<file path="config.mk">
export PLATFORM = sky130hd
export DESIGN_NAME = pfs_pin_ctrl
export DESIGN_NICKNAME = d
export VERILOG_FILES = /design/src/core/pfs_pkg.sv /design/src/core/pfs_gp_pin.sv /design/src/core/pfs_pin_ctrl.sv
export SDC_FILE = /design/constraint.sdc
export NUM_CORES = 1
export LEC_CHECK = 0
export ABC_AREA = 0
export ABC_CLOCK_PERIOD_IN_PS = 1700
export BUFFER_PORTS_ARGS = -buffer_cell sky130_fd_sc_hd__buf_2
export CORE_ASPECT_RATIO = 1.2
export CORE_MARGIN = 4
export CORE_UTILIZATION = 25
export DETAILED_ROUTE_END_ITERATION = 16
export PLACE_DENSITY = 0.55
export SETUP_SLACK_MARGIN = 0.02
export SYNTH_ARGS = -nofsm -noshare
export SYNTH_HDL_FRONTEND = slang
export SYNTH_SLANG_ARGS = --single-unit
</file>
<file path="constraint.sdc">
create_clock -name clock -period 1.7 [get_ports clock]
set_clock_uncertainty 0.2 [all_clocks]
set_input_delay 0.425 -clock clock [delete_from_list [all_inputs] [get_ports clock]]
set_output_delay 0.425 -clock clock [all_outputs]
set_load 0.01 [all_outputs]
</file>
<file path="src/core/pfs_pkg.sv">
// Purpose: constants for the pin function and strap control block
// Assumes: one system clock, plain register port
// Notes:   offsets are word addresses on the register port
package pfs_pkg;
  // ==========================================================
  // port 1 modes
  typedef enum logic [3:0] {
    PFS_MODE_MII_MAC  = 4'h1,
    PFS_MODE_MII_PHY  = 4'h2,
    PFS_MODE_RMII     = 4'h4,
    PFS_MODE_INTERNAL = 4'h8
  } pfs_mode_e;
  localparam logic [1:0] PFS_MSEL_MII_MAC  = 2'h0;
  localparam logic [1:0] PFS_MSEL_MII_PHY  = 2'h1;
  localparam logic [1:0] PFS_MSEL_RMII     = 2'h2;
  localparam logic [1:0] PFS_MSEL_INTERNAL = 2'h3;
  // ==========================================================
  // register offsets
  localparam logic [3:0] PFS_OFF_PORT_CTRL = 4'h0;
  localparam logic [3:0] PFS_OFF_GP_CFG    = 4'h1;
  localparam logic [3:0] PFS_OFF_GP_DIR    = 4'h2;
  localparam logic [3:0] PFS_OFF_IND_CFG   = 4'h3;
  localparam logic [3:0] PFS_OFF_STATUS    = 4'h4;
  localparam logic [3:0] PFS_OFF_SOFTSTRAP = 4'h5;
  // ==========================================================
  // field positions
  localparam int PFS_BIT_MODE_LO  = 0;
  localparam int PFS_BIT_ISOLATE  = 2;
  localparam int PFS_BIT_DIR_LO   = 0;
  localparam int PFS_BIT_DATA_LO  = 8;
  localparam int PFS_BIT_FUN_LO   = 0;
  localparam int PFS_BIT_IND5_EN  = 8;
  localparam int PFS_BIT_EE_DONE  = 0;
  localparam int PFS_BIT_STRAP_LO = 8;
  // ==========================================================
  // reset values
  localparam logic [1:0] PFS_RST_MODE    = 2'h0;
  localparam logic [2:0] PFS_RST_GP      = 3'h0;
  localparam logic [2:0] PFS_RST_FUN     = 3'h0;
  localparam logic       PFS_RST_IND5_EN = 1'h0;
  // indicator functions whose output is open-drain/open-source
  localparam logic [7:0] PFS_FUN_OPEN_MASK = 8'hf0;
  // ==========================================================
  // timing: strap capture one cycle after reset release
  localparam int PFS_STRAP_DELAY_CYC = 1;
endpackage

</file>
<file path="src/core/pfs_gp_pin.sv">
// Purpose: one general-purpose pin cell
// Assumes: inputs synchronous to clock
// Notes:   push-pull, open-drain or input
`timescale 1ns/1ps
module pfs_gp_pin
  import pfs_pkg::*;
(
  // clock and reset
  input  wire logic clock,
  input  wire logic reset_n,
  // control
  input  wire logic is_output,
  input  wire logic open_drain,
  input  wire logic out_value,
  // pin
  input  wire logic pin_in,
  output logic      pin_out,
  output logic      pin_oe,
  output logic      pin_sensed
);
  // ==========================================================
  // registered drive
  always_ff @(posedge clock or negedge reset_n) begin
    if (!reset_n) begin
      pin_out <= 1'b0;
      pin_oe  <= 1'b0;
    end else begin
      pin_out <= open_drain ? 1'b0 : out_value;
      pin_oe  <= is_output & (open_drain ? ~out_value : 1'b1);
    end
  end
  always_ff @(posedge clock or negedge reset_n) begin
    if (!reset_n) begin
      pin_sensed <= 1'b0;
    end else begin
      pin_sensed <= pin_in;
    end
  end
endmodule // pfs_gp_pin

</file>
<file path="src/core/pfs_pin_ctrl.sv">
// Purpose: pin function selection, output enables and strap capture
// Assumes: registers reached over a plain strobe port, read data a cycle later
// Notes:   two-way pins are split into in, out and output enable
`timescale 1ns/1ps
module pfs_pin_ctrl
  import pfs_pkg::*;
#(
  parameter int GP_COUNT = 3
)
(
  // clock and reset
  input  wire logic        clock,
  input  wire logic        reset_n,
  // register port
  input  wire logic [3:0]  reg_addr,
  input  wire logic [31:0] reg_wdata,
  input  wire logic        reg_write,
  input  wire logic        reg_read,
  output logic      [31:0] reg_rdata,
  // switch core side
  input  wire logic        core_collision,
  input  wire logic        core_carrier,
  output logic             sensed_collision,
  input  wire logic        eeprom_loaded,
  input  wire logic        eeprom_active,
  input  wire logic        eeprom_clock_drive_low,
  input  wire logic        eeprom_data_drive_low,
  output logic             eeprom_clock_sensed,
  output logic             eeprom_data_sensed,
  input  wire logic        slave_data_drive_low,
  output logic             slave_data_sensed,
  output logic             slave_clock_sensed,
  input  wire logic        indicator_5_value,
  output logic             phy_address_select,
  // port 1 pins
  input  wire logic        port1_collision_pin_in,
  output logic             port1_collision_pin_out,
  output logic             port1_collision_pin_oe,
  output logic             port1_carrier_sense_pin_out,
  output logic             port1_carrier_sense_pin_oe,
  // serial pins
  input  wire logic        slave_serial_clock_pin,
  input  wire logic        slave_serial_data_pin_in,
  output logic             slave_serial_data_pin_out,
  output logic             slave_serial_data_pin_oe,
  input  wire logic        eeprom_clock_pin_in,
  output logic             eeprom_clock_pin_out,
  output logic             eeprom_clock_pin_oe,
  input  wire logic        eeprom_data_pin_in,
  output logic             eeprom_data_pin_out,
  output logic             eeprom_data_pin_oe,
  // general pins, bit 0 is pin 5 shared with indicator 5
  input  wire logic [2:0]  general_pin_in,
  output logic      [2:0]  general_pin_out,
  output logic      [2:0]  general_pin_oe
);
  // ==========================================================
  // registers
  logic [1:0] mode_reg;
  logic       isolate_reg;
  logic [2:0] gp_open_reg;
  logic [2:0] gp_dir_reg;
  logic [2:0] gp_data_reg;
  logic [2:0] fun_reg;
  logic       ind5_en_reg;
  logic       strap_reg;
  logic       strap_pending_reg;
  logic       phy_sel_reg;
  pfs_mode_e  mode_oh_reg;
  logic [2:0] gp_sensed;
  logic [2:0] gp_pin_out;
  logic [2:0] gp_pin_oe;
  logic       ind_out_reg;
  logic       ind_oe_reg;
  logic       ind_open;

  always_ff @(posedge clock or negedge reset_n) begin
    if (!reset_n) begin
      mode_reg    <= PFS_RST_MODE;
      isolate_reg <= 1'b0;
    end else if (reg_write && reg_addr == PFS_OFF_PORT_CTRL) begin
      mode_reg    <= reg_wdata[PFS_BIT_MODE_LO +: 2];
      isolate_reg <= reg_wdata[PFS_BIT_ISOLATE];
    end
  end

  always_ff @(posedge clock or negedge reset_n) begin
    if (!reset_n) begin
      gp_open_reg <= PFS_RST_GP;
      gp_dir_reg  <= PFS_RST_GP;
      gp_data_reg <= PFS_RST_GP;
    end else if (reg_write && reg_addr == PFS_OFF_GP_CFG) begin
      gp_open_reg <= reg_wdata[2:0];
    end else if (reg_write && reg_addr == PFS_OFF_GP_DIR) begin
      gp_dir_reg  <= reg_wdata[PFS_BIT_DIR_LO +: 3];
      gp_data_reg <= reg_wdata[PFS_BIT_DATA_LO +: 3];
    end
  end

  always_ff @(posedge clock or negedge reset_n) begin
    if (!reset_n) begin
      fun_reg     <= PFS_RST_FUN;
      ind5_en_reg <= PFS_RST_IND5_EN;
    end else if (reg_write && reg_addr == PFS_OFF_IND_CFG) begin
      fun_reg     <= reg_wdata[PFS_BIT_FUN_LO +: 3];
      ind5_en_reg <= reg_wdata[PFS_BIT_IND5_EN];
    end
  end

  // ==========================================================
  // strap capture after every reset release
  always_ff @(posedge clock or negedge reset_n) begin
    if (!reset_n) begin
      strap_pending_reg <= 1'b1;
      strap_reg         <= 1'b0;
    end else if (strap_pending_reg) begin
      strap_pending_reg <= 1'b0;
      strap_reg         <= general_pin_in[0];
    end
  end

  always_ff @(posedge clock or negedge reset_n) begin
    if (!reset_n) begin
      phy_sel_reg <= 1'b0;
    end else if (strap_pending_reg) begin
      phy_sel_reg <= general_pin_in[0];
    end else if (reg_write && reg_addr == PFS_OFF_SOFTSTRAP) begin
      phy_sel_reg <= reg_wdata[0];
    end
  end
  assign phy_address_select = phy_sel_reg;

  // ==========================================================
  // port 1 collision and carrier sense
  always_ff @(posedge clock or negedge reset_n) begin
    if (!reset_n) begin
      mode_oh_reg <= PFS_MODE_MII_MAC;
    end else begin
      unique case (mode_reg)
        PFS_MSEL_MII_MAC:  mode_oh_reg <= PFS_MODE_MII_MAC;
        PFS_MSEL_MII_PHY:  mode_oh_reg <= PFS_MODE_MII_PHY;
        PFS_MSEL_RMII:     mode_oh_reg <= PFS_MODE_RMII;
        PFS_MSEL_INTERNAL: mode_oh_reg <= PFS_MODE_INTERNAL;
      endcase
    end
  end

  always_ff @(posedge clock or negedge reset_n) begin
    if (!reset_n) begin
      port1_collision_pin_out     <= 1'b0;
      port1_collision_pin_oe      <= 1'b0;
      port1_carrier_sense_pin_out <= 1'b0;
      port1_carrier_sense_pin_oe  <= 1'b0;
      sensed_collision            <= 1'b0;
    end else begin
      port1_collision_pin_out     <= core_collision;
      port1_carrier_sense_pin_out <= core_carrier;
      port1_collision_pin_oe      <= (mode_reg == PFS_MSEL_MII_PHY) & ~isolate_reg;
      port1_carrier_sense_pin_oe  <= (mode_reg == PFS_MSEL_MII_PHY) & ~isolate_reg;
      sensed_collision            <= (mode_reg == PFS_MSEL_MII_MAC) &
                                     port1_collision_pin_in;
    end
  end

  // ==========================================================
  // serial bus pins
  always_ff @(posedge clock or negedge reset_n) begin
    if (!reset_n) begin
      slave_serial_data_pin_out <= 1'b0;
      slave_serial_data_pin_oe  <= 1'b0;
      slave_data_sensed         <= 1'b1;
      slave_clock_sensed        <= 1'b1;
    end else begin
      slave_serial_data_pin_out <= 1'b0;
      slave_serial_data_pin_oe  <= eeprom_loaded & slave_data_drive_low;
      slave_data_sensed         <= eeprom_loaded ? slave_serial_data_pin_in : 1'b1;
      slave_clock_sensed        <= eeprom_loaded ? slave_serial_clock_pin : 1'b1;
    end
  end

  always_ff @(posedge clock or negedge reset_n) begin
    if (!reset_n) begin
      eeprom_clock_pin_out <= 1'b0;
      eeprom_clock_pin_oe  <= 1'b0;
      eeprom_data_pin_out  <= 1'b0;
      eeprom_data_pin_oe   <= 1'b0;
      eeprom_clock_sensed  <= 1'b1;
      eeprom_data_sensed   <= 1'b1;
    end else begin
      eeprom_clock_pin_out <= 1'b0;
      eeprom_data_pin_out  <= 1'b0;
      eeprom_clock_pin_oe  <= eeprom_active & eeprom_clock_drive_low;
      eeprom_data_pin_oe   <= eeprom_active & eeprom_data_drive_low;
      eeprom_clock_sensed  <= eeprom_clock_pin_in;
      eeprom_data_sensed   <= eeprom_data_pin_in;
    end
  end

  // ==========================================================
  // general pins
  for (genvar i = 0; i < GP_COUNT; i++) begin : g_gp
    pfs_gp_pin u_pin (
      .clock      (clock),
      .reset_n    (reset_n),
      .is_output  (gp_dir_reg[i]),
      .open_drain (gp_open_reg[i]),
      .out_value  (gp_data_reg[i]),
      .pin_in     (general_pin_in[i]),
      .pin_out    (gp_pin_out[i]),
      .pin_oe     (gp_pin_oe[i]),
      .pin_sensed (gp_sensed[i])
    );
  end

  // ==========================================================
  // indicator 5
  assign ind_open = PFS_FUN_OPEN_MASK[fun_reg];
  always_ff @(posedge clock or negedge reset_n) begin
    if (!reset_n) begin
      ind_out_reg <= 1'b0;
      ind_oe_reg  <= 1'b0;
    end else if (ind_open) begin
      ind_out_reg <= strap_reg;
      ind_oe_reg  <= indicator_5_value;
    end else begin
      ind_out_reg <= indicator_5_value ^ strap_reg;
      ind_oe_reg  <= 1'b1;
    end
  end

  logic ind5_sel_reg;
  always_ff @(posedge clock or negedge reset_n) begin
    if (!reset_n) begin
      ind5_sel_reg <= 1'b0;
    end else begin
      ind5_sel_reg <= ind5_en_reg;
    end
  end

  assign general_pin_out[0]   = ind5_sel_reg ? ind_out_reg : gp_pin_out[0];
  assign general_pin_oe[0]    = ind5_sel_reg ? ind_oe_reg : gp_pin_oe[0];
  assign general_pin_out[2:1] = gp_pin_out[2:1];
  assign general_pin_oe[2:1]  = gp_pin_oe[2:1];

  // ==========================================================
  // register reads
  always_ff @(posedge clock or negedge reset_n) begin
    if (!reset_n) begin
      reg_rdata <= 32'h0;
    end else if (reg_read) begin
      unique case (reg_addr)
        PFS_OFF_PORT_CTRL: reg_rdata <= {29'h0, isolate_reg, mode_reg};
        PFS_OFF_GP_CFG:    reg_rdata <= {29'h0, gp_open_reg};
        PFS_OFF_GP_DIR:    reg_rdata <= {13'h0, gp_sensed, 5'h0, gp_data_reg,
                                         5'h0, gp_dir_reg};
        PFS_OFF_IND_CFG:   reg_rdata <= {23'h0, ind5_en_reg, 5'h0, fun_reg};
        PFS_OFF_STATUS:    reg_rdata <= {23'h0, strap_reg, 7'h0, eeprom_loaded};
        PFS_OFF_SOFTSTRAP: reg_rdata <= {31'h0, phy_sel_reg};
        default:           reg_rdata <= 32'h0;
      endcase
    end else begin
      reg_rdata <= 32'h0;
    end
  end
endmodule // pfs_pin_ctrl

</file>
---- Yosys cells after proc, flatten, opt, wreduce, memory -nomap -nowiden ----
Memory sizes are Yosys's and may differ from the RTL's.
Cells that the tools add are included.
Widths: inputs -> output; s select.
storage, ports and cells
  flip-flop bits (word level) ............. 74
  bits in read-only memories .............. 8
  input bits .............................. 56
  output and inout port bits .............. 54
  word-level logic and storage cells ...... 82
  memories ................................ 1
cells by class
  $lt $le $gt $ge ......................... 1
  equality and inequality tests ........... 6
  muxes and demuxes ....................... 17
  bitwise operators ....................... 14
  reductions and logical operators ........ 9
memories
  name             words  width  read ports  clocked after memory_dff  write ports  RTL line             RTL
  (no name shown)  8      1      1           0                         0            pfs_pin_ctrl.sv:217  assign ind_open = PFS_FUN_OPEN_MASK[fun_reg];
operator list
  cell                count
  $pmux 19 s6         1
  $mux 32             1
  $mux 1              15
  $and 1x1->1         8
  $eq 4x2->1 const B  2
  $eq 4x3->1 const B  2
  $logic_and 1x1->1   5
  $not 1->1           5
  $eq 4x1->1 const B  1
  $logic_not 4->1     1
  $lt 3x4->1 const B  1
  $eq 2x1->1 const B  1
  $logic_not 2->1     1
  $reduce_and 2->1    1
  $reduce_bool 2->1   1
  $xor 1x1->1         1

---- Logic depth before layout (Yosys ltp) ----
  depth after elaboration ................. 4
  mapped depth ............................ 4
  depth with buffers taken out ............ 3

---- Hierarchy ----
Synthesis repeated with hierarchy kept, for this count alone.
unflattened totals
  cells, all modules ...................... 154
  area, all modules ....................... 2150.8 um^2
modules (own cells, without submodules)
  module        times used  cells an instance  area an instance (um^2)  sequential area each (um^2)
  pfs_pin_ctrl  1           139                1884.3                   1057.3
  pfs_gp_pin    3           5                  88.8                     75.1

---- Worst setup path after synthesis ----
No wires, ideal clock.
  path type ............................... input-to-reg
  start point ............................. input port reg_addr[2]
  end point ............................... register gp_open_reg[0]
  library setup time ...................... 0.125 ns
  arrival ................................. 1.361 ns
  required time ........................... 1.375 ns
  slack ................................... 0.014 ns
  cell stages on the path ................. 4
  buffers on the path ..................... 1
  path through ............................ buf_2 > nor3b_4 > and3_1 > mux2_2
between the ends
  cells in the longest elaborated chain, start to end .. 2
ends and longest elaborated chain
  item                  RTL line            RTL
  from (decl)           pfs_pin_ctrl.sv:15  input wire logic [3:0] reg_addr,
  $eq 4x1->1            pfs_pin_ctrl.sv:92  end else if (reg_write && reg_addr == PFS_OFF_GP_CFG) begin
  $logic_and 1x1->1     pfs_pin_ctrl.sv:92
  to (signal assigned)  pfs_pin_ctrl.sv:93  gp_open_reg <= reg_wdata[2:0];
  to (decl)             pfs_pin_ctrl.sv:61  logic [2:0] gp_open_reg;
Every way passes these cells.
A chain may end at the register's enable or synchronous reset.

---- Final worst setup path ----
  start point ............................. register ind5_sel_reg
  end point ............................... output port general_pin_out[0]
between the ends
  cells in the longest elaborated chain, start to end .. 1
ends and longest elaborated chain
  item                    RTL line             RTL
  from (decl)             pfs_pin_ctrl.sv:231  logic ind5_sel_reg;
  from (signal assigned)  pfs_pin_ctrl.sv:236  ind5_sel_reg <= ind5_en_reg;
  $mux 1                  pfs_pin_ctrl.sv:240  assign general_pin_out[0] = ind5_sel_reg ? ind_out_reg : gp_pin_out[0];
  to (decl)               pfs_pin_ctrl.sv:54   output logic [2:0] general_pin_out,
Every way passes these cells.

==> impl_metrics.tcl <==
set metrics [dict create \
    layout_min_cycle_time_ps 1780 \
    syn2layout_area_growth_pct 23.5 \
    htreeDepth 2 \
    fillers 855 \
    clkTransAtPathRegs_ps 100 \
    setup_slack_ps -81.0 \
    r2r_start "mode_reg[0]$_DFFE_PN0P_" \
    synth_seq_cells 51 \
    final_common_cell "buf_2" \
    synth_edf_count 0 \
    io_pins 110 \
    cts_tree "yes" \
    yosysUniqueCellTypes 27 \
    grt_max_degree 43 \
    place_ws_ps -46.1 \
    status "finished with violations" \
    avgRoutedWirePerCell_microns 12.8 \
    grt_pass1_vias 1281 \
    top_register "reg_rdata" \
    antenna_cells 0 \
    root_buffer "clkbuf_8" \
    die_h_microns 109 \
    startpoint_type "register" \
    cts_max_path_buffers 2 \
    gp_congestion 0.834 \
    largest_reg_flops 9 \
    place.port_buffers 57 \
    vias_per_cell 3.78 \
    final_cell_mix "55 x buf_2, 46 x dfrtp_1, 27 x conb_1" \
    min_period_over_period_pct 105 \
    max_cap_violations 0 \
    post_cts_buffers 0 \
    worstHoldStart "core_carrier" \
    synth_warnings 0 \
    timing.final.max_slew_violations 0 \
    clk_latency_ps 310 \
    ys.flop_type "dfrtp_1" \
    drt-pass1-iter-count 3 \
    rsz0062_at_grt "yes" \
    row_count 36 \
    drive_gt1_share_pct 47.0 \
    cp_max_fo 2 \
    setup.worst_path.class "register to output pin" \
    initial_core_util_pct 25.9 \
    whs_ps 21.9 \
    avgSynthCellArea_sq_um 13.9 \
    die_w_microns 92.3 \
    hold_class "input pin to register" \
    worstPathRequired_ps 1070 \
    final_net_count 274 \
    die_area_sq_um 10100 \
    cts_sinks 51 \
    hpwl_microns 3260 \
    drtIter0Drc 66 \
    route.detailed.drc 0 \
    wl_microns 4270 \
    critPathLaunch "ind5_sel_reg$_DFF_PN0_" \
    end_kind "output pin" \
    syn-cell-area_sq_um 2130 \
    via_count 1258 \
    violations "setup timing" \
    power_density_nw_per_um2 1070 \
    hold_viol 0 \
    synthCells 153 \
    grt.overflow.total 0 \
    p_leak_nw 1.29 \
    cts_buffers 5 \
    clock.fmax_mhz 561 \
    grt_pass1_wl_microns 6730 \
    setup_viol 2 \
    grtUsageTotal_pct 8.81 \
    ant_nets 0 \
    ys_seq_area_share_pct 60.1 \
    crit_arrival_ps 1160 \
    async_flop_share_pct 100 \
    grt_antenna_before_repair 1 \
    fp.coreArea_sq_um 8240 \
    ir_worst_vdd_uv 371 \
]
-- layout make-up --
class | count | area [sq um] | share of cell area [%]
clock buffer | 6 | 72.6 | 2.76
clock inverter | 2 | 37.5 | 1.43
inverter | 3 | 11.3 | 0.428
multi-input combinational | 91 | 702 | 26.7
sequential | 51 | 1280 | 48.7
tap | 114 | 143 | 5.42
timing repair buffer | 66 | 385 | 14.6
-- worst max-delay path: stages (launching register included) --
cell and delay, ps:
dfrtp_1 420, mux2_4 310, buf_6 120
-- routing by layer --
metal	GRT usage, %	part of all wire (%)	vias to the layer above	wire length (microns)
li1	-	-	583	-
met5	0	0.47	-	20
met3	2.48	7.1	8	304
met4	4.14	2.1	2	89
met1	10.6	40	616	1690
met2	14.6	51	49	2160
-- cell usage after synthesis, drive strengths merged (3+ instances only) --
| master | n | share of area (%) |
|---|---|---|
| and2 | 8 | 2.3 |
| dfrtp | 46 | 54 |
| a21boi | 3 | 1.1 |
| nor3b | 5 | 2.3 |
| inv | 3 | 0.53 |
| dfstp | 5 | 6.2 |
| nor2 | 3 | 0.53 |
| mux4 | 3 | 3.2 |
| nand2b | 5 | 1.5 |
| mux2 | 21 | 11 |
| nor2b | 4 | 1.2 |
| buf | 34 | 12 |
-- power breakdown --
| group | leakage (nW) | total, mW | internal (mW) | switching (mW) |
|---|---|---|---|---|
| combinational | 0.613 | 0.489 | 0.279 | 0.210 |
| sequential | 0.630 | 1.49 | 1.39 | 0.100 |
| clock | 0.0514 | 0.848 | 0.440 | 0.408 |
-- repair_timing --
item | 4_1_cts | 5_1_grt
gates cloned | 0 | 0
gates resized for setup | 4 | 0
hold buffers | 1 | 2
endpoints found under the hold margin | 7 | 2
setup endpoints to repair | 2 | 2
-- cell families (layout without fill, tap and decap cells) --
| group | count (synthesis) | count (layout) | synth area share [%] |
|---|---|---|---|
| muxes | 24 | 24 | 14.3 |
| DFF | 51 | 51 | 60.1 |
| other | 1 | 27 | 0.176 |
| xor gates and xnor gates | 1 | 1 | 0.411 |
| buffers and inverters | 37 | 77 | 12.1 |
| AOI/OAI and AO/OA | 8 | 8 | 2.87 |
| and+or+nand+nor | 31 | 31 | 10.0 |
-- path summary, 6_finish.rpt --
check / depth (start not counted) / slack, ps / to
setup / recovery: 2 / -80 / general_pin_out[0]
setup reg to reg: 3 / 260 / reg_rdata[0]$_DFF_PN0_
hold / removal: 1 / 20 / port1_carrier_sense_pin_out$_DFF_PN0_
hold reg to reg: 0 / 210 / ind5_sel_reg$_DFF_PN0_
min in group asynchronous: 2 / 330 / port1_collision_pin_out$_DFF_PN0_
max in group asynchronous: 3 / 400 / strap_pending_reg$_DFF_PN1_
-- through the flow --
step	std cells	setup TNS [ps]	power (mW)	area [sq um]	utilization, %
floorplan	179	0	1.85	2240	-
global placement	322	-504	1.96	2470	30.0
detailed placement	322	-500	1.98	2470	30.0
CTS	331	-180	2.86	2610	31.7
global route	333	-225	2.99	2630	32.0
finish	333	-159	2.83	2630	32.0
Note: power is estimated with default switching activity, not from simulation.
